File: config.mk
export PLATFORM = sky130hd
export DESIGN_NAME = srwb_ctrl
export DESIGN_NICKNAME = d
export VERILOG_FILES = /design/src/srwb_pkg.sv /design/src/srwb_ctrl.sv
export SDC_FILE = /design/constraint.sdc
export NUM_CORES = 1
export LEC_CHECK = 0
export BUFFER_PORTS_ARGS = -buffer_cell sky130_fd_sc_hd__buf_2
export CORE_MARGIN = 2
export CORE_UTILIZATION = 50
export DETAILED_ROUTE_END_ITERATION = 12
export GPL_TIMING_DRIVEN = 1
export PLACE_DENSITY = 0.67
export SETUP_SLACK_MARGIN = 0.3
export SKIP_CTS_REPAIR_TIMING = 1
export SYNTH_ARGS = -nofsm -noshare
export SYNTH_HDL_FRONTEND = slang
export SYNTH_SLANG_ARGS = --single-unit
File: constraint.sdc
create_clock -name REF_CLK -period 29.9 [get_ports REF_CLK]
set_clock_uncertainty 0.15 [all_clocks]
set_input_delay 4.485 -clock REF_CLK [delete_from_list [all_inputs] [get_ports REF_CLK]]
set_output_delay 4.485 -clock REF_CLK [all_outputs]
set_load 0.02 [all_outputs]
File: src/srwb_pkg.sv
// Package: register map, field layout, power modes and states of the RAM bank 0 write buffer block
package srwb_pkg;
    // Register byte addresses
    localparam logic [11:0] OFF_BUF_STATUS = 12'h000;
    localparam logic [11:0] OFF_PWR_CTRL = 12'h004;
    localparam logic [11:0] OFF_INTR_FLAGS = 12'h008;
    localparam logic [11:0] OFF_INTR_MASK = 12'h00c;
    localparam logic [11:0] OFF_SYS_CTRL = 12'h010;

    // Array power state encodings
    localparam logic [1:0] PM_OFF = 2'h0;
    localparam logic [1:0] PM_RSVD = 2'h1;
    localparam logic [1:0] PM_RETAINED = 2'h2;
    localparam logic [1:0] PM_ENABLE = 2'h3;

    // Interrupt flag positions in system_interrupt_flags
    localparam int IRQ_W = 3;
    localparam int IRQ_DROP = 0;
    localparam int IRQ_RECOV = 1;
    localparam int IRQ_BROWN = 2;
    localparam int LVL_SHIFT = 8;

    // System control bits, write-only actions
    localparam int CTL_SOFT_RST = 0;
    localparam int CTL_DEEPSLEEP = 1;
    localparam int CTL_HIBERNATE = 2;

    // Synchroniser lanes
    localparam int NSYNC = 5;
    localparam int SY_DROP = 0;
    localparam int SY_RECOV = 1;
    localparam int SY_BROWN = 2;
    localparam int SY_WAKE = 3;
    localparam int SY_HIBWAKE = 4;

    localparam logic [3:0] APB_STRB_ALL = 4'hf;
    localparam int BYTE_W = 8;

    typedef enum logic [1:0] {ST_IDLE, ST_MERGE, ST_COMMIT} srwb_state_t;
    typedef enum logic [1:0] {SYS_ACTIVE, SYS_DEEPSLEEP, SYS_HIBERNATE} srwb_sys_t;
endpackage

File: src/srwb_ctrl.sv
// RAM bank 0 controller: merging write buffer with ECC, power state, supply detector interrupts
//
// Chosen here: the APB slave port and the placing of the registers.
`timescale 1ns/100ps
module srwb_ctrl #(
    parameter int WORD_BYTES = 4,
    parameter int DEPTH = 16,
    parameter int ECC_W = 7
) (
    input wire logic REF_CLK, // System clock, 20 MHz
    input wire logic ARST_N, // Asynchronous reset, active low
    input wire logic PSEL, // APB select
    input wire logic PENABLE, // APB enable
    input wire logic PWRITE, // APB direction, high for write
    input wire logic [11:0] PADDR, // APB byte address
    input wire logic [31:0] PWDATA, // APB write data
    input wire logic [3:0] PSTRB, // APB write byte strobes
    output logic [31:0] PRDATA, // APB read data
    output logic PREADY, // APB ready
    output logic PSLVERR, // APB error, unmapped address
    input wire logic WR_VALID, // Memory write request
    output logic WR_READY, // Write buffer can take a request
    input wire logic [$clog2(DEPTH)-1:0] WR_ADDR, // Word index
    input wire logic [WORD_BYTES*8-1:0] WR_DATA, // Write data
    input wire logic [WORD_BYTES-1:0] WR_STRB, // Byte enables
    input wire logic RD_REQ, // Memory read request, held until RD_VALID
    input wire logic [$clog2(DEPTH)-1:0] RD_ADDR, // Read word index
    output logic RD_VALID, // Read answer pulse
    output logic [WORD_BYTES*8-1:0] RD_DATA, // Read data
    output logic RD_ERR, // ECC mismatch or lost word
    input wire logic SUPPLY_DROP_DET, // Drop detector, high above threshold
    input wire logic SUPPLY_RECOVERY_DET, // Recovery detector, high above threshold
    input wire logic BROWNOUT_RST, // Brownout reset cause level
    input wire logic WAKE_IRQ, // DeepSleep wakeup interrupt
    input wire logic HIB_WAKE_RST, // Hibernate wakeup reset
    output logic IRQ, // Detector interrupt, level
    output logic CPU_HALT // Execution halted in a low-power state
);
    localparam int WORD_W = WORD_BYTES * srwb_pkg::BYTE_W;
    localparam int AW = $clog2(DEPTH);
    // Detector lanes restart at their idle levels so reset release is never taken as an edge
    localparam int SYNC_IDLE_I = (1 << srwb_pkg::SY_DROP) | (1 << srwb_pkg::SY_RECOV);
    localparam logic [srwb_pkg::NSYNC-1:0] SYNC_IDLE = SYNC_IDLE_I[srwb_pkg::NSYNC-1:0];

    typedef struct packed {
        srwb_pkg::srwb_state_t state;
        srwb_pkg::srwb_sys_t sys;
        logic pend;
        logic [AW-1:0] baddr;
        logic [WORD_W-1:0] bdata;
        logic [WORD_BYTES-1:0] bstrb;
        logic [DEPTH-1:0][WORD_W-1:0] mem;
        logic [DEPTH-1:0][ECC_W-1:0] ecc;
        logic [DEPTH-1:0] vld;
        logic [1:0] pmode;
        logic [srwb_pkg::IRQ_W-1:0] ist;
        logic [srwb_pkg::IRQ_W-1:0] imask;
        logic irq;
        logic [srwb_pkg::NSYNC-1:0] sync1;
        logic [srwb_pkg::NSYNC-1:0] sync2;
        logic [srwb_pkg::NSYNC-1:0] prev;
        logic pready;
        logic pslverr;
        logic [31:0] prdata;
        logic wr_ready;
        logic rd_valid;
        logic [WORD_W-1:0] rd_data;
        logic rd_err;
        logic halt;
    } srwb_regs_t;

    srwb_regs_t s_q;
    srwb_regs_t s_d;
    logic rst_meta_q;
    logic rst_sync_q;

    // Folded parity: each check bit covers every ECC_W-th data bit
    function automatic logic [ECC_W-1:0] ecc_of(input logic [WORD_W-1:0] w);
        logic [ECC_W-1:0] e;
        e = '0;
        for (int i = 0; i < WORD_W; i++)
        begin
            e[i % ECC_W] = e[i % ECC_W] ^ w[i];
        end
        return e;
    endfunction

    // Edge seen on a synchronised lane; rise picks the direction.
    // Both detector flags use it so the two edge tests cannot drift apart.
    function automatic logic lane_edge(input logic was, input logic now, input logic rise);
        return rise ? (!was && now) : (was && !now);
    endfunction

    function automatic logic addr_hit(input logic [11:0] a);
        return (a == srwb_pkg::OFF_BUF_STATUS) || (a == srwb_pkg::OFF_PWR_CTRL)
            || (a == srwb_pkg::OFF_INTR_FLAGS) || (a == srwb_pkg::OFF_INTR_MASK)
            || (a == srwb_pkg::OFF_SYS_CTRL);
    endfunction

    // Reset release through two flops; assertion stays asynchronous
    always_ff @(posedge REF_CLK or negedge ARST_N)
    begin
        if (!ARST_N)
        begin
            rst_meta_q <= 1'b0;
            rst_sync_q <= 1'b0;
        end
        else
        begin
            rst_meta_q <= 1'b1;
            rst_sync_q <= rst_meta_q;
        end
    end

    always_comb
    begin
        logic setup;
        logic wr_acc;
        logic soft_rst;
        logic engine_on;
        logic [WORD_W-1:0] old_w;
        logic [31:0] rmux;
        s_d = s_q;
        setup = PSEL && !PENABLE;
        wr_acc = PSEL && PENABLE && PWRITE && s_q.pready;
        soft_rst = 1'b0;
        engine_on = (s_q.pmode == srwb_pkg::PM_ENABLE) && (s_q.sys == srwb_pkg::SYS_ACTIVE);
        old_w = s_q.vld[s_q.baddr] ? s_q.mem[s_q.baddr] : '0;
        rmux = '0;

        s_d.sync1 = {HIB_WAKE_RST, WAKE_IRQ, BROWNOUT_RST, SUPPLY_RECOVERY_DET, SUPPLY_DROP_DET};
        s_d.sync2 = s_q.sync1;
        s_d.prev = s_q.sync2;
        s_d.rd_valid = 1'b0;

        // APB register access; clears are applied before hardware sets so a set wins
        if (wr_acc)
        begin
            unique case (PADDR)
                srwb_pkg::OFF_PWR_CTRL:
                begin
                    // Sub-word writes and the reserved code leave the field unchanged
                    if (PSTRB == srwb_pkg::APB_STRB_ALL && PWDATA[1:0] != srwb_pkg::PM_RSVD)
                    begin
                        s_d.pmode = PWDATA[1:0];
                    end
                end
                srwb_pkg::OFF_INTR_FLAGS:
                begin
                    s_d.ist = s_q.ist & ~PWDATA[srwb_pkg::IRQ_W-1:0];
                end
                srwb_pkg::OFF_INTR_MASK:
                begin
                    s_d.imask = PWDATA[srwb_pkg::IRQ_W-1:0];
                end
                srwb_pkg::OFF_SYS_CTRL:
                begin
                    soft_rst = PWDATA[srwb_pkg::CTL_SOFT_RST];
                    if (PWDATA[srwb_pkg::CTL_HIBERNATE])
                    begin
                        s_d.sys = srwb_pkg::SYS_HIBERNATE;
                    end
                    else if (PWDATA[srwb_pkg::CTL_DEEPSLEEP])
                    begin
                        s_d.sys = srwb_pkg::SYS_DEEPSLEEP;
                    end
                end
                default:
                begin
                end
            endcase
        end

        // Detector and brownout events
        if (lane_edge(s_q.prev[srwb_pkg::SY_DROP], s_q.sync2[srwb_pkg::SY_DROP], 1'b0))
        begin
            s_d.ist[srwb_pkg::IRQ_DROP] = 1'b1;
        end
        if (lane_edge(s_q.prev[srwb_pkg::SY_RECOV], s_q.sync2[srwb_pkg::SY_RECOV], 1'b1))
        begin
            s_d.ist[srwb_pkg::IRQ_RECOV] = 1'b1;
        end
        if (s_q.sync2[srwb_pkg::SY_BROWN])
        begin
            s_d.ist[srwb_pkg::IRQ_BROWN] = 1'b1;
        end

        // Write buffer: take, merge with stored bytes, then commit word and check bits.
        // The engine only runs with the array enabled, so a pending word stays stuck
        // in retained state and is lost by a later reset.
        unique case (s_q.state)
            srwb_pkg::ST_IDLE:
            begin
                if (WR_VALID && s_q.wr_ready)
                begin
                    s_d.pend = 1'b1;
                    s_d.baddr = WR_ADDR;
                    s_d.bdata = WR_DATA;
                    s_d.bstrb = WR_STRB;
                    s_d.state = srwb_pkg::ST_MERGE;
                end
            end
            srwb_pkg::ST_MERGE:
            begin
                if (engine_on)
                begin
                    for (int b = 0; b < WORD_BYTES; b++)
                    begin
                        if (!s_q.bstrb[b])
                        begin
                            s_d.bdata[b*srwb_pkg::BYTE_W +: srwb_pkg::BYTE_W] =
                                old_w[b*srwb_pkg::BYTE_W +: srwb_pkg::BYTE_W];
                        end
                    end
                    s_d.bstrb = '1;
                    s_d.state = srwb_pkg::ST_COMMIT;
                end
            end
            srwb_pkg::ST_COMMIT:
            begin
                if (engine_on)
                begin
                    s_d.mem[s_q.baddr] = s_q.bdata;
                    s_d.ecc[s_q.baddr] = ecc_of(s_q.bdata);
                    s_d.vld[s_q.baddr] = 1'b1;
                    s_d.pend = 1'b0;
                    s_d.state = srwb_pkg::ST_IDLE;
                end
            end
        endcase

        // Reads wait for a drained buffer so they never see stale data
        if (RD_REQ && !s_q.rd_valid && !s_q.pend && engine_on)
        begin
            s_d.rd_valid = 1'b1;
            s_d.rd_data = s_q.vld[RD_ADDR] ? s_q.mem[RD_ADDR] : '0;
            s_d.rd_err = !s_q.vld[RD_ADDR] || (ecc_of(s_q.mem[RD_ADDR]) != s_q.ecc[RD_ADDR]);
        end

        if (s_d.pmode == srwb_pkg::PM_OFF)
        begin
            s_d.vld = '0;
        end

        // Low-power states
        if (s_q.sys == srwb_pkg::SYS_DEEPSLEEP && s_q.sync2[srwb_pkg::SY_WAKE])
        begin
            s_d.sys = srwb_pkg::SYS_ACTIVE;
        end
        if (s_q.sys == srwb_pkg::SYS_HIBERNATE)
        begin
            s_d.vld = '0;
            s_d.sys = srwb_pkg::SYS_HIBERNATE;
            soft_rst = s_q.sync2[srwb_pkg::SY_HIBWAKE];
        end

        // Software and Hibernate wakeup reset: power state, mask-free brownout cause survive
        if (soft_rst)
        begin
            s_d.state = srwb_pkg::ST_IDLE;
            s_d.pend = 1'b0;
            s_d.sys = srwb_pkg::SYS_ACTIVE;
            s_d.ist = s_d.ist & (srwb_pkg::IRQ_W'(1) << srwb_pkg::IRQ_BROWN);
            s_d.imask = '0;
            s_d.rd_valid = 1'b0;
            if (s_q.pmode != srwb_pkg::PM_RETAINED)
            begin
                s_d.vld = '0;
            end
            s_d.pmode = s_q.pmode;
        end

        // APB answer is prepared in the setup phase so PREADY and PRDATA come from flops
        unique case (PADDR)
            srwb_pkg::OFF_BUF_STATUS: rmux = 32'(!s_q.pend);
            srwb_pkg::OFF_PWR_CTRL: rmux = 32'(s_q.pmode);
            srwb_pkg::OFF_INTR_FLAGS: rmux = 32'(s_q.ist)
                | (32'(s_q.sync2[srwb_pkg::SY_RECOV:srwb_pkg::SY_DROP]) << srwb_pkg::LVL_SHIFT);
            srwb_pkg::OFF_INTR_MASK: rmux = 32'(s_q.imask);
            default: rmux = '0;
        endcase
        s_d.pready = setup;
        s_d.pslverr = setup && !addr_hit(PADDR);
        if (setup)
        begin
            s_d.prdata = PWRITE ? '0 : rmux;
        end

        s_d.halt = (s_d.sys != srwb_pkg::SYS_ACTIVE);
        s_d.wr_ready = !s_d.pend && (s_d.pmode == srwb_pkg::PM_ENABLE)
            && (s_d.sys == srwb_pkg::SYS_ACTIVE);
        s_d.irq = |(s_d.ist & s_d.imask);
    end

    // Reset clears the buffer mid-write; nothing waits for an access to finish
    always_ff @(posedge REF_CLK or negedge rst_sync_q)
    begin
        if (!rst_sync_q)
        begin
            s_q <= '0;
            s_q.pmode <= srwb_pkg::PM_ENABLE;
            s_q.sync1 <= SYNC_IDLE;
            s_q.sync2 <= SYNC_IDLE;
            s_q.prev <= SYNC_IDLE;
        end
        else
        begin
            s_q <= s_d;
        end
    end

    assign PRDATA = s_q.prdata;
    assign PREADY = s_q.pready;
    assign PSLVERR = s_q.pslverr;
    assign WR_READY = s_q.wr_ready;
    assign RD_VALID = s_q.rd_valid;
    assign RD_DATA = s_q.rd_data;
    assign RD_ERR = s_q.rd_err;
    assign IRQ = s_q.irq;
    assign CPU_HALT = s_q.halt;
endmodule // srwb_ctrl

After elaboration in Yosys (flattened, before gate mapping)
Index checks and enable logic that the tools add are counted.
- magnitude comparators: 3
- eq/ne operators: 23
- shift operators: 0
- muxes and demuxes: 61
- $add $sub $neg: 0
- multiply operators: 0
- divide/modulo/power cells: 0
- bitwise operators: 55
- reductions and logical operators: 46
- operators with widths (kind ; number):
    $bwmux 512 ; 1
    $bmux 32 s4 ; 2
    $mux 32 ; 6
    $demux 32 s4 ; 1
    $bwmux 112 ; 1
    $mux 16 ; 5
    $pmux 36 s2 ; 1
    $xor 1x1->1 ; 50
    $mux 41 ; 1
    $mux 8 ; 5
    $pmux 10 s4 ; 1
    $mux 36 ; 1
    $mux 34 ; 1
    $bmux 7 s4 ; 1
    $demux 7 s4 ; 1
    $eq 12x4->1 const B ; 2
    $mux 24 ; 1
    $mux 2 ; 11
    $logic_and 1x1->1 ; 17
    $or 16x16->16 ; 1
    $reduce_and 4->1 ; 4
    $mux 7 ; 2
    $ne 2x2->1 const B ; 7
    $eq 12x3->1 const B ; 1
    other kinds (27) ; 64
- memories kept: 0
- RAM bits: 0
- register bits: 778
- latch bits: 0
- bits in read-only memories: 0
- input bits: 104

Logic depth before layout (Yosys ltp)
Gate-level depths: netlist (run 1).
- depth in word-level cells: 14
- depth in mapped cells: 11

Worst setup path after synthesis (run 1)
Ideal clock, no wire load.
- kind: input to register
- from: input RD_ADDR[0]
- to: register s_q (netlist bit RD_ERR)
- setup slack: 22.771 ns
- data required time: 29.608 ns
- path buffers: 4
- arrival time: 6.837 ns
- stages: 11
- path through: buf_4 -> buf_6 -> buf_2 -> buf_2 -> mux4_2 -> a22oi_1 -> nand2_1 -> xnor2_1 -> xnor3_1 -> nor4_1 -> a32oi_1
- word-level cells in the longest chain between the ends: 8
- ends and longest elaborated chain (item ; RTL line ; RTL):
    from (decl) ; srwb_ctrl.sv:27 ; input wire logic [$clog2(DEPTH)-1:0] RD_ADDR,
    $bmux 32 s4 ; srwb_ctrl.sv:237 ; s_d.rd_err = !s_q.vld[RD_ADDR] || (ecc_of(s_q.mem[RD_ADDR]) != s_q.ecc[RD_ADDR]);
    $mux 32 (not written as such) ; srwb_ctrl.sv:237 ;
    $xor 1x1->1 (4 in series) ; srwb_ctrl.sv:83 ; e[i % ECC_W] = e[i % ECC_W] ^ w[i];
    $ne 7x7->1 ; srwb_ctrl.sv:237 ;
    $logic_or 1x1->1 (*) ; srwb_ctrl.sv:237 ;
    to (decl) ; srwb_ctrl.sv:72 ; srwb_regs_t s_q;
Mark *: on every way between the ends. The rest lies on a longest branch, timed or not. The select of a mux whose other input is x is not followed.
A chain may end at the register's enable or synchronous reset.

Worst setup path in the final report (run 1)
- from: input RD_ADDR[1]
- to: register s_q (netlist bit RD_ERR)
The elaborated chain is that of the path after synthesis.

==> tab_implementation.tex, run 1 <==
\begin{tabular}{lr}
\hline
Metric & Value \\
\hline
\multicolumn{2}{l}{\textbf{Detailed routing}} \\
Via density & 6.261 \\
Initial drt markers & 3099 \\
Routed length per placed instance & 26.20 µm \\
Detailed-router iteration count before antenna repair & 8 \\
Antenna violation net count after detailed routing & 0 \\
Via count & 27360 \\
Detailed-route DRC error count & 0 \\
Post-Route WL & 114500 µm \\
\multicolumn{2}{l}{\textbf{Final layout}} \\
Syn-to-layout area delta & 9.547\% \\
Final Instance Count excl. Fillers & 4370 \\
Antenna diodes & 0 \\
Filler cell count & 6304 \\
Design area & 41810 µm² \\
Nets & 3438 \\
Fraction of layout cells with a size suffix above 1 & 25.65\% \\
\multicolumn{2}{l}{\textbf{Logic synthesis}} \\
Async SR Flop Fraction & 100.0\% \\
Portion of the post-synthesis area used by sequential elements & 49.27\% \\
Dominant register cell in the synthesized netlist & dfrtp\_1 \\
Avg Cell Area, Syn & 11.19 µm² \\
Warnings from Yosys & 0 \\
Number of cells produced by synthesis & 3411 \\
Flop and latch count out of synthesis & 751 \\
Count of flip-flops with a built-in enable after synthesis & 0 \\
Synth unique cells & 47 \\
Syn Std Cell Area & 38160 µm² \\
\multicolumn{2}{l}{\textbf{Global route}} \\
Via count of the first global-routing pass & 27070 \\
Maximum number of pins on one net before global-route repair & 171 \\
Global-route usage over all layers & 29.64\% \\
Initial antenna violation count & 2 \\
Wire length of the first global-routing pass & 172000 µm \\
Grt total ovfl & 0 \\
\multicolumn{2}{l}{\textbf{Setup path}} \\
Launch point of the worst reg-to-reg path & s\_q[771]\$\_DFFE\_PN0P\_ \\
Worst path required time & 30.23 ns \\
Category of the worst setup path launch point & primary input \\
Data arrival time of the critical path & 8.93 ns \\
Worst setup path startpoint & RD\_ADDR[1] \\
Kind of capture point of the worst setup path & register \\
Critical setup path kind & primary input to register \\
Critical-path maximum fanout & 68 \\
\multicolumn{2}{l}{\textbf{Place}} \\
Placer Congestion & 0.8048 \\
Inst Count DP & 4228 \\
Placed cell areas & 39100 µm² \\
DP HPWL & 64010 µm \\
Place WS & 20.70 ns \\
Port Buf Inserts & 118 \\
\multicolumn{2}{l}{\textbf{Clock network}} \\
Number of sinks driven by the clock tree & 751 \\
CTS tree & yes \\
Post-CTS clock slew at the launch and capture registers of the worst setup and hold paths & 0.06 ns \\
Count of H-tree levels built during CTS & 3 \\
Number of buffers created by CTS & 79 \\
CTS Buffer Depth & 3 \\
Clock latency on the worst-skew pair & 0.64 ns \\
Clock tree root driver cell & clkbuf\_16 \\
\multicolumn{2}{l}{\textbf{STA}} \\
Top achievable clock speed & 0.1164 GHz \\
Final period demand of the worst path & 8.595 ns \\
Final worst-path cycle share & 28.74\% \\
Transition at the pin with the smallest max-transition slack & 1.245 ns \\
Final Hold Viols & 0 \\
Post-Route Hold Slack & 0.1968 ns \\
Unrepaired setup endpoints after global routing & false \\
Worst Slack Setup Final & 21.31 ns \\
Slew margin rel. & 16.42\% \\
Setup Viol. Count Final & 0 \\
Number of pins with negative max-slew slack in the final report & 0 \\
TNS Setup & 0 ns \\
\multicolumn{2}{l}{\textbf{Power and ir drop}} \\
Total internal power & 1.740 mW \\
Leakage dissipation & 19.92 nW \\
Maximum vdd ir drop & 0.04301 mV \\
Sequential power share & 46.2\% \\
Share of power burned in the clock network & 41.0\% \\
Power density of the placed cells & 60.31 nW/µm² \\
Comb pwr share & 12.7\% \\
Switching power total & 0.7814 mW \\
Sw Ratio & 30.99\% \\
\multicolumn{2}{l}{\textbf{Floorplanning}} \\
Top-level I/O count & 175 \\
Effective utilization at floorplan & 50.42\% \\
Total Die Area & 78550 µm² \\
Die Ht & 280.3 µm \\
Count of standard-cell rows & 101 \\
DIE WIDTH & 280.3 µm \\
Floorplan Core Area & 75700 µm² \\
\multicolumn{2}{l}{\textbf{Worst hold path}} \\
Hold crit path type & register to register \\
Startpoint of the lowest-slack hold path & rst\_meta\_q\$\_DFF\_PN0\_ \\
\multicolumn{2}{l}{\textbf{Flow run}} \\
Max\_cap viols & 0 \\
\multicolumn{2}{l}{\textbf{Outcome}} \\
Run status & complete, no violations \\
\hline
\end{tabular}
## cells by family after synthesis
family                     count (synthesis)  synth area share, %
other                                      2              0.01968
xor gates and xnor gates                  50                1.400
and+or+nand+nor                         1395                14.21
adders and majority gates                  3              0.09836
buffers and inverters                    382                4.646
DFF                                      751                49.27
AOI/OAI and AO/OA                        310                4.977
muxes                                    518                25.38
## path summary, 6_finish.rpt
check | cells past startpoint | slack (ns) | end
hold / removal | 0 | 0.20 | rst_sync_q$_DFF_PN0_
setup / recovery | 9 | 21.31 | RD_ERR$_DFFE_PN0P_
max in group asynchronous | 1 | 25.99 | rst_sync_q$_DFF_PN0_
min in group asynchronous | 0 | 0.31 | s_q[246]$_DFFE_PN0P_
setup reg to reg | 6 | 25.89 | s_q[425]$_DFFE_PN0P_
hold reg to reg | 0 | 0.20 | rst_sync_q$_DFF_PN0_
## cells in the final DEF (no fill, tap or decap), types with 14 or more instances in the layout
cell type  instances
a22oi_1           36
a21oi_1           68
o21ai_0          127
xnor2_1           36
conb_1            28
mux4_2           343
clkbuf_1          14
clkbuf_16         82
mux2_2           168
o21a_1            14
buf_4             58
buf_2            116
a32oi_1           33
clkinv_2          14
nor2_1            78
nand2_1         1219
clkbuf_8          20
dfrtp_1          738
inv_1             15
nand2b_1          32
## final cells by class
cell class | instances | area (µm²) | share of cell area, %
flip-flops and latches | 751 | 18820 | 45.01
multi-input cells | 2304 | 17880 | 42.76
clock buffers | 116 | 2380 | 5.692
well taps | 978 | 1224 | 2.927
repair buffers | 180 | 1122 | 2.685
clock inverters | 26 | 330.3 | 0.7901
inverters | 15 | 56.30 | 0.1347
## worst max-delay path: stages
cell	delay (ns)
buf_6	0.52
buf_4	0.69
buf_4	0.79
mux4_2	0.42
mux4_2	0.49
xnor2_1	0.32
xnor3_1	0.48
nor4_1	0.38
a32oi_1	0.15
## per-stage QoR
step           utilization (%)  power (mW)
2_1_floorplan                -       1.373
3_3_place_gp             51.65       1.496
3_5_place_dp             51.65       1.497
4_1_cts                  55.23       2.523
5_1_grt                  55.23       2.602
6_report                 55.23       2.522
## metal layers
metal	vias to the layer above	GRT usage (%)	part of all wire (%)
met2	1480	45.86	46
met1	14100	41.32	39
met5	-	0	0.011
li1	11530	-	-
met4	2	10.53	3.5
met3	255	6.995	11
## power groups by stage
stage	combinational, mW	clock [mW]	sequential (mW)
floorplan	0.288	0	1.08
finish	0.321	1.03	1.17
detailed placement	0.316	0	1.18
global placement	0.315	0	1.18
CTS	0.317	1.04	1.16
global route	0.347	1.08	1.17
## cell usage after synthesis (12+ instances only)
master    instances  share of area (%)
dfrtp_1         743                 49
xnor2_1          36               0.83
nor2_1           89               0.88
buf_4            66                1.3
clkbuf_1        246                2.4
a21oi_1          70               0.92
a32oi_1          33               0.76
o21ai_0         128                1.7
a22oi_1          36               0.71
buf_2            19               0.25
nand2_1        1227                 12
buf_1            27               0.27
inv_1            15               0.15
nor3_1           12               0.16
o21a_1           14               0.28
mux4_2          343                 20
nand2b_1         35               0.57
mux2_2          168                5.0
## sequential cells by signal, summed over array words and instances (netlist names)
register and flops:
WR_READY 1, CPU_HALT 1, rst_sync_q 1, PREADY 1, RD_DATA 32, s_q 695, s_d 10, RD_VALID 1
RD_ERR 1, rst_meta_q 1, IRQ 1, PSLVERR 1, PRDATA 5
No activity file was read; power rests on OpenSTA's default activity.
==> inputs of run 2 (changes only) <==
--- a/config.mk
+++ b/config.mk
@@ -10,7 +10,7 @@
 export CORE_UTILIZATION = 50
 export DETAILED_ROUTE_END_ITERATION = 12
 export GPL_TIMING_DRIVEN = 1
-export PLACE_DENSITY = 0.67
+export PLACE_DENSITY = 0.7
 export SETUP_SLACK_MARGIN = 0.3
 export SKIP_CTS_REPAIR_TIMING = 1
 export SYNTH_ARGS = -nofsm -noshare
==> constraint.sdc (replaced) <==
create_clock -name REF_CLK -period 7 [get_ports REF_CLK]
set_clock_uncertainty 0.15 [all_clocks]
set_input_delay 1.05 -clock REF_CLK [delete_from_list [all_inputs] [get_ports REF_CLK]]
set_output_delay 1.05 -clock REF_CLK [all_outputs]
set_load 0.02 [all_outputs]
==> run 2 against run 1 <==
Against the previous run: register-to-register slack worse by 23 ns; global-route usage is 0.37 points lower; clock power rose to 4.4 times the previous value; combinational power rose to 4.5 times the previous value; worst hold slack got worse by 0.15 ns; die area stayed put; routed wire length is 1.7% lower; core utilization grew 0.24 points; largest power group unchanged; highest routed layer unchanged.
==> tab_implementation.tex, run 2 (synthesis gave the netlist of run 1 again) <==
\begin{tabular}{lr}
\hline
Metric & Value \\
\hline
\multicolumn{2}{l}{\textbf{Power and ir drop}} \\
Maximum vdd ir drop & 0.2291 mV \\
Power density of the placed cells & 260.9 nW/µm² \\
Leakage dissipation & 19.95 nW \\
\multicolumn{2}{l}{\textbf{Setup path}} \\
Maximum cell stage delay along the critical path & 0.61 ns \\
Critical setup path kind & primary input to register \\
Data arrival time of the critical path & 4.33 ns \\
Category of the worst setup path launch point & primary input \\
Buffer and inverter count on the worst path & 2 \\
Worst path required time & 7.33 ns \\
Kind of capture point of the worst setup path & register \\
List of cells traversed by the critical path & buf\_8, buf\_4, mux4\_2, a22oi\_1, nand2\_1, xnor2\_1, xnor3\_1, nor4\_1, a32oi\_1 \\
Crit-path leading delay family & buffers and inverters \\
Max stage delay cell, worst path & buf\_8 \\
Critical-path maximum fanout & 74 \\
\multicolumn{2}{l}{\textbf{Place}} \\
Port Buf Inserts & 118 \\
Inst Count DP & 4234 \\
Placer Congestion & 0.8515 \\
DP HPWL & 65000 µm \\
\multicolumn{2}{l}{\textbf{STA}} \\
Post-Route Hold Slack & 0.04844 ns \\
Final Hold Viols & 0 \\
Transition at the pin with the smallest max-transition slack & 1.262 ns \\
Setup Viol. Count Final & 0 \\
Final worst-path cycle share & 57.21\% \\
Number of pins with negative max-slew slack in the final report & 0 \\
Unrepaired setup endpoints after global routing & false \\
Slew margin rel. & 15.23\% \\
Top achievable clock speed & 0.2497 GHz \\
Final period demand of the worst path & 4.005 ns \\
\multicolumn{2}{l}{\textbf{Global route}} \\
Maximum number of pins on one net before global-route repair & 152 \\
Initial antenna violation count & 1 \\
Global-route usage over all layers & 29.27\% \\
Wire length of the first global-routing pass & 171100 µm \\
Grt total ovfl & 0 \\
Via count of the first global-routing pass & 27600 \\
\multicolumn{2}{l}{\textbf{Clock network}} \\
Count of H-tree levels built during CTS & 3 \\
Number of buffers created by CTS & 81 \\
Clock latency on the worst-skew pair & 0.64 ns \\
CTS tree & yes \\
Post-CTS clock slew at the launch and capture registers of the worst setup and hold paths & 0.06 ns \\
CTS Buffer Depth & 3 \\
Number of sinks driven by the clock tree & 751 \\
Clock tree root driver cell & clkbuf\_16 \\
\multicolumn{2}{l}{\textbf{Final layout}} \\
Commonest cells after routing, fill and taps aside & nand2\_1, dfrtp\_1, mux4\_2 \\
Largest Register & s\_q \\
Flip-flop count of the largest register after layout & 695 \\
Fraction of layout cells with a size suffix above 1 & 25.90\% \\
Nets & 3446 \\
Most common cell after layout, fill and taps aside & nand2\_1 \\
Share of the core filled with cells in the final layout & 55.47\% \\
Final Instance Count excl. Fillers & 4380 \\
Syn-to-layout area delta & 10.02\% \\
\multicolumn{2}{l}{\textbf{Floorplanning}} \\
Floorplan Core Area & 75700 µm² \\
DIE WIDTH & 280.3 µm \\
Die Ht & 280.3 µm \\
Count of standard-cell rows & 101 \\
Total Die Area & 78550 µm² \\
Top-level I/O count & 175 \\
Effective utilization at floorplan & 50.42\% \\
\multicolumn{2}{l}{\textbf{Detailed routing}} \\
Initial drt markers & 3141 \\
Detailed-router iteration count before antenna repair & 6 \\
Routed length per placed instance & 25.69 µm \\
Via density & 6.260 \\
Post-Route WL & 112500 µm \\
Antenna violation net count after detailed routing & 0 \\
Via count & 27420 \\
Detailed-route DRC error count & 0 \\
\multicolumn{2}{l}{\textbf{Flow run}} \\
Max\_cap viols & 0 \\
\multicolumn{2}{l}{\textbf{Outcome}} \\
Run status & complete, no violations \\
\multicolumn{2}{l}{\textbf{Worst hold path}} \\
Hold crit path type & primary input to async pin \\
\hline
\end{tabular}
## run 2: cell type report
| type | instances | area (µm²) |
|---|---|---|
| antenna | 1 | 2.502 |
| clock buffer | 109 | 2325 |
| clock inverter | 36 | 483.0 |
| fill | 6214 | 33710 |
| inverter | 15 | 56.30 |
| multi-input combinational | 2304 | 17880 |
| sequential | 751 | 18820 |
| tap | 978 | 1224 |
| timing repair buffer | 186 | 1205 |
## run 2: path summary, 6_finish.rpt
kind | from | end | slack, ns | depth (start not counted)
hold reg to reg | rst_meta_q$_DFF_PN0_ | rst_sync_q$_DFF_PN0_ | 0.20 | 0
min in group REF_CLK | rst_meta_q$_DFF_PN0_ | rst_sync_q$_DFF_PN0_ | 0.20 | 0
setup reg to reg | s_q[772]$_DFFE_PN0P_ | s_q[359]$_DFFE_PN0P_ | 3.14 | 5
setup / recovery | RD_ADDR[0] | RD_ERR$_DFFE_PN0P_ | 3.00 | 9
hold / removal | ARST_N | rst_sync_q$_DFF_PN0_ | 0.05 | 1
max in group asynchronous | rst_sync_q$_DFF_PN0_ | PSLVERR$_DFF_PN0_ | 4.63 | 2
## run 2: metrics by stage
step	power (mW)	worst slack, ns	TNS, ns	cell area [µm²]
after global routing	11.31	2.720	0	41990
after detailed placement	6.456	2.261	0	39180
after floorplan	5.855	-0.3908	-289.56	38270
final	10.96	2.995	0	41990
after CTS	10.96	2.907	0	41990
after global placement	6.434	2.258	0	39180
## run 2: routing by layer
layer	part of all wire, %	track usage (%)	vias to the layer above	wire length (µm)
li1	-	-	11570	-
met2	47	46.15	1547	52660
met5	0.012	0	-	13
met1	39	39.79	14020	43360
met4	3.8	11.60	2	4255
met3	11	6.545	280	12220
## run 2: where the power goes
part,switching (mW),internal [mW],total (mW)
combinational,1.02,0.407,1.43
clock,1.84,2.71,4.55
sequential,0.526,4.45,4.98
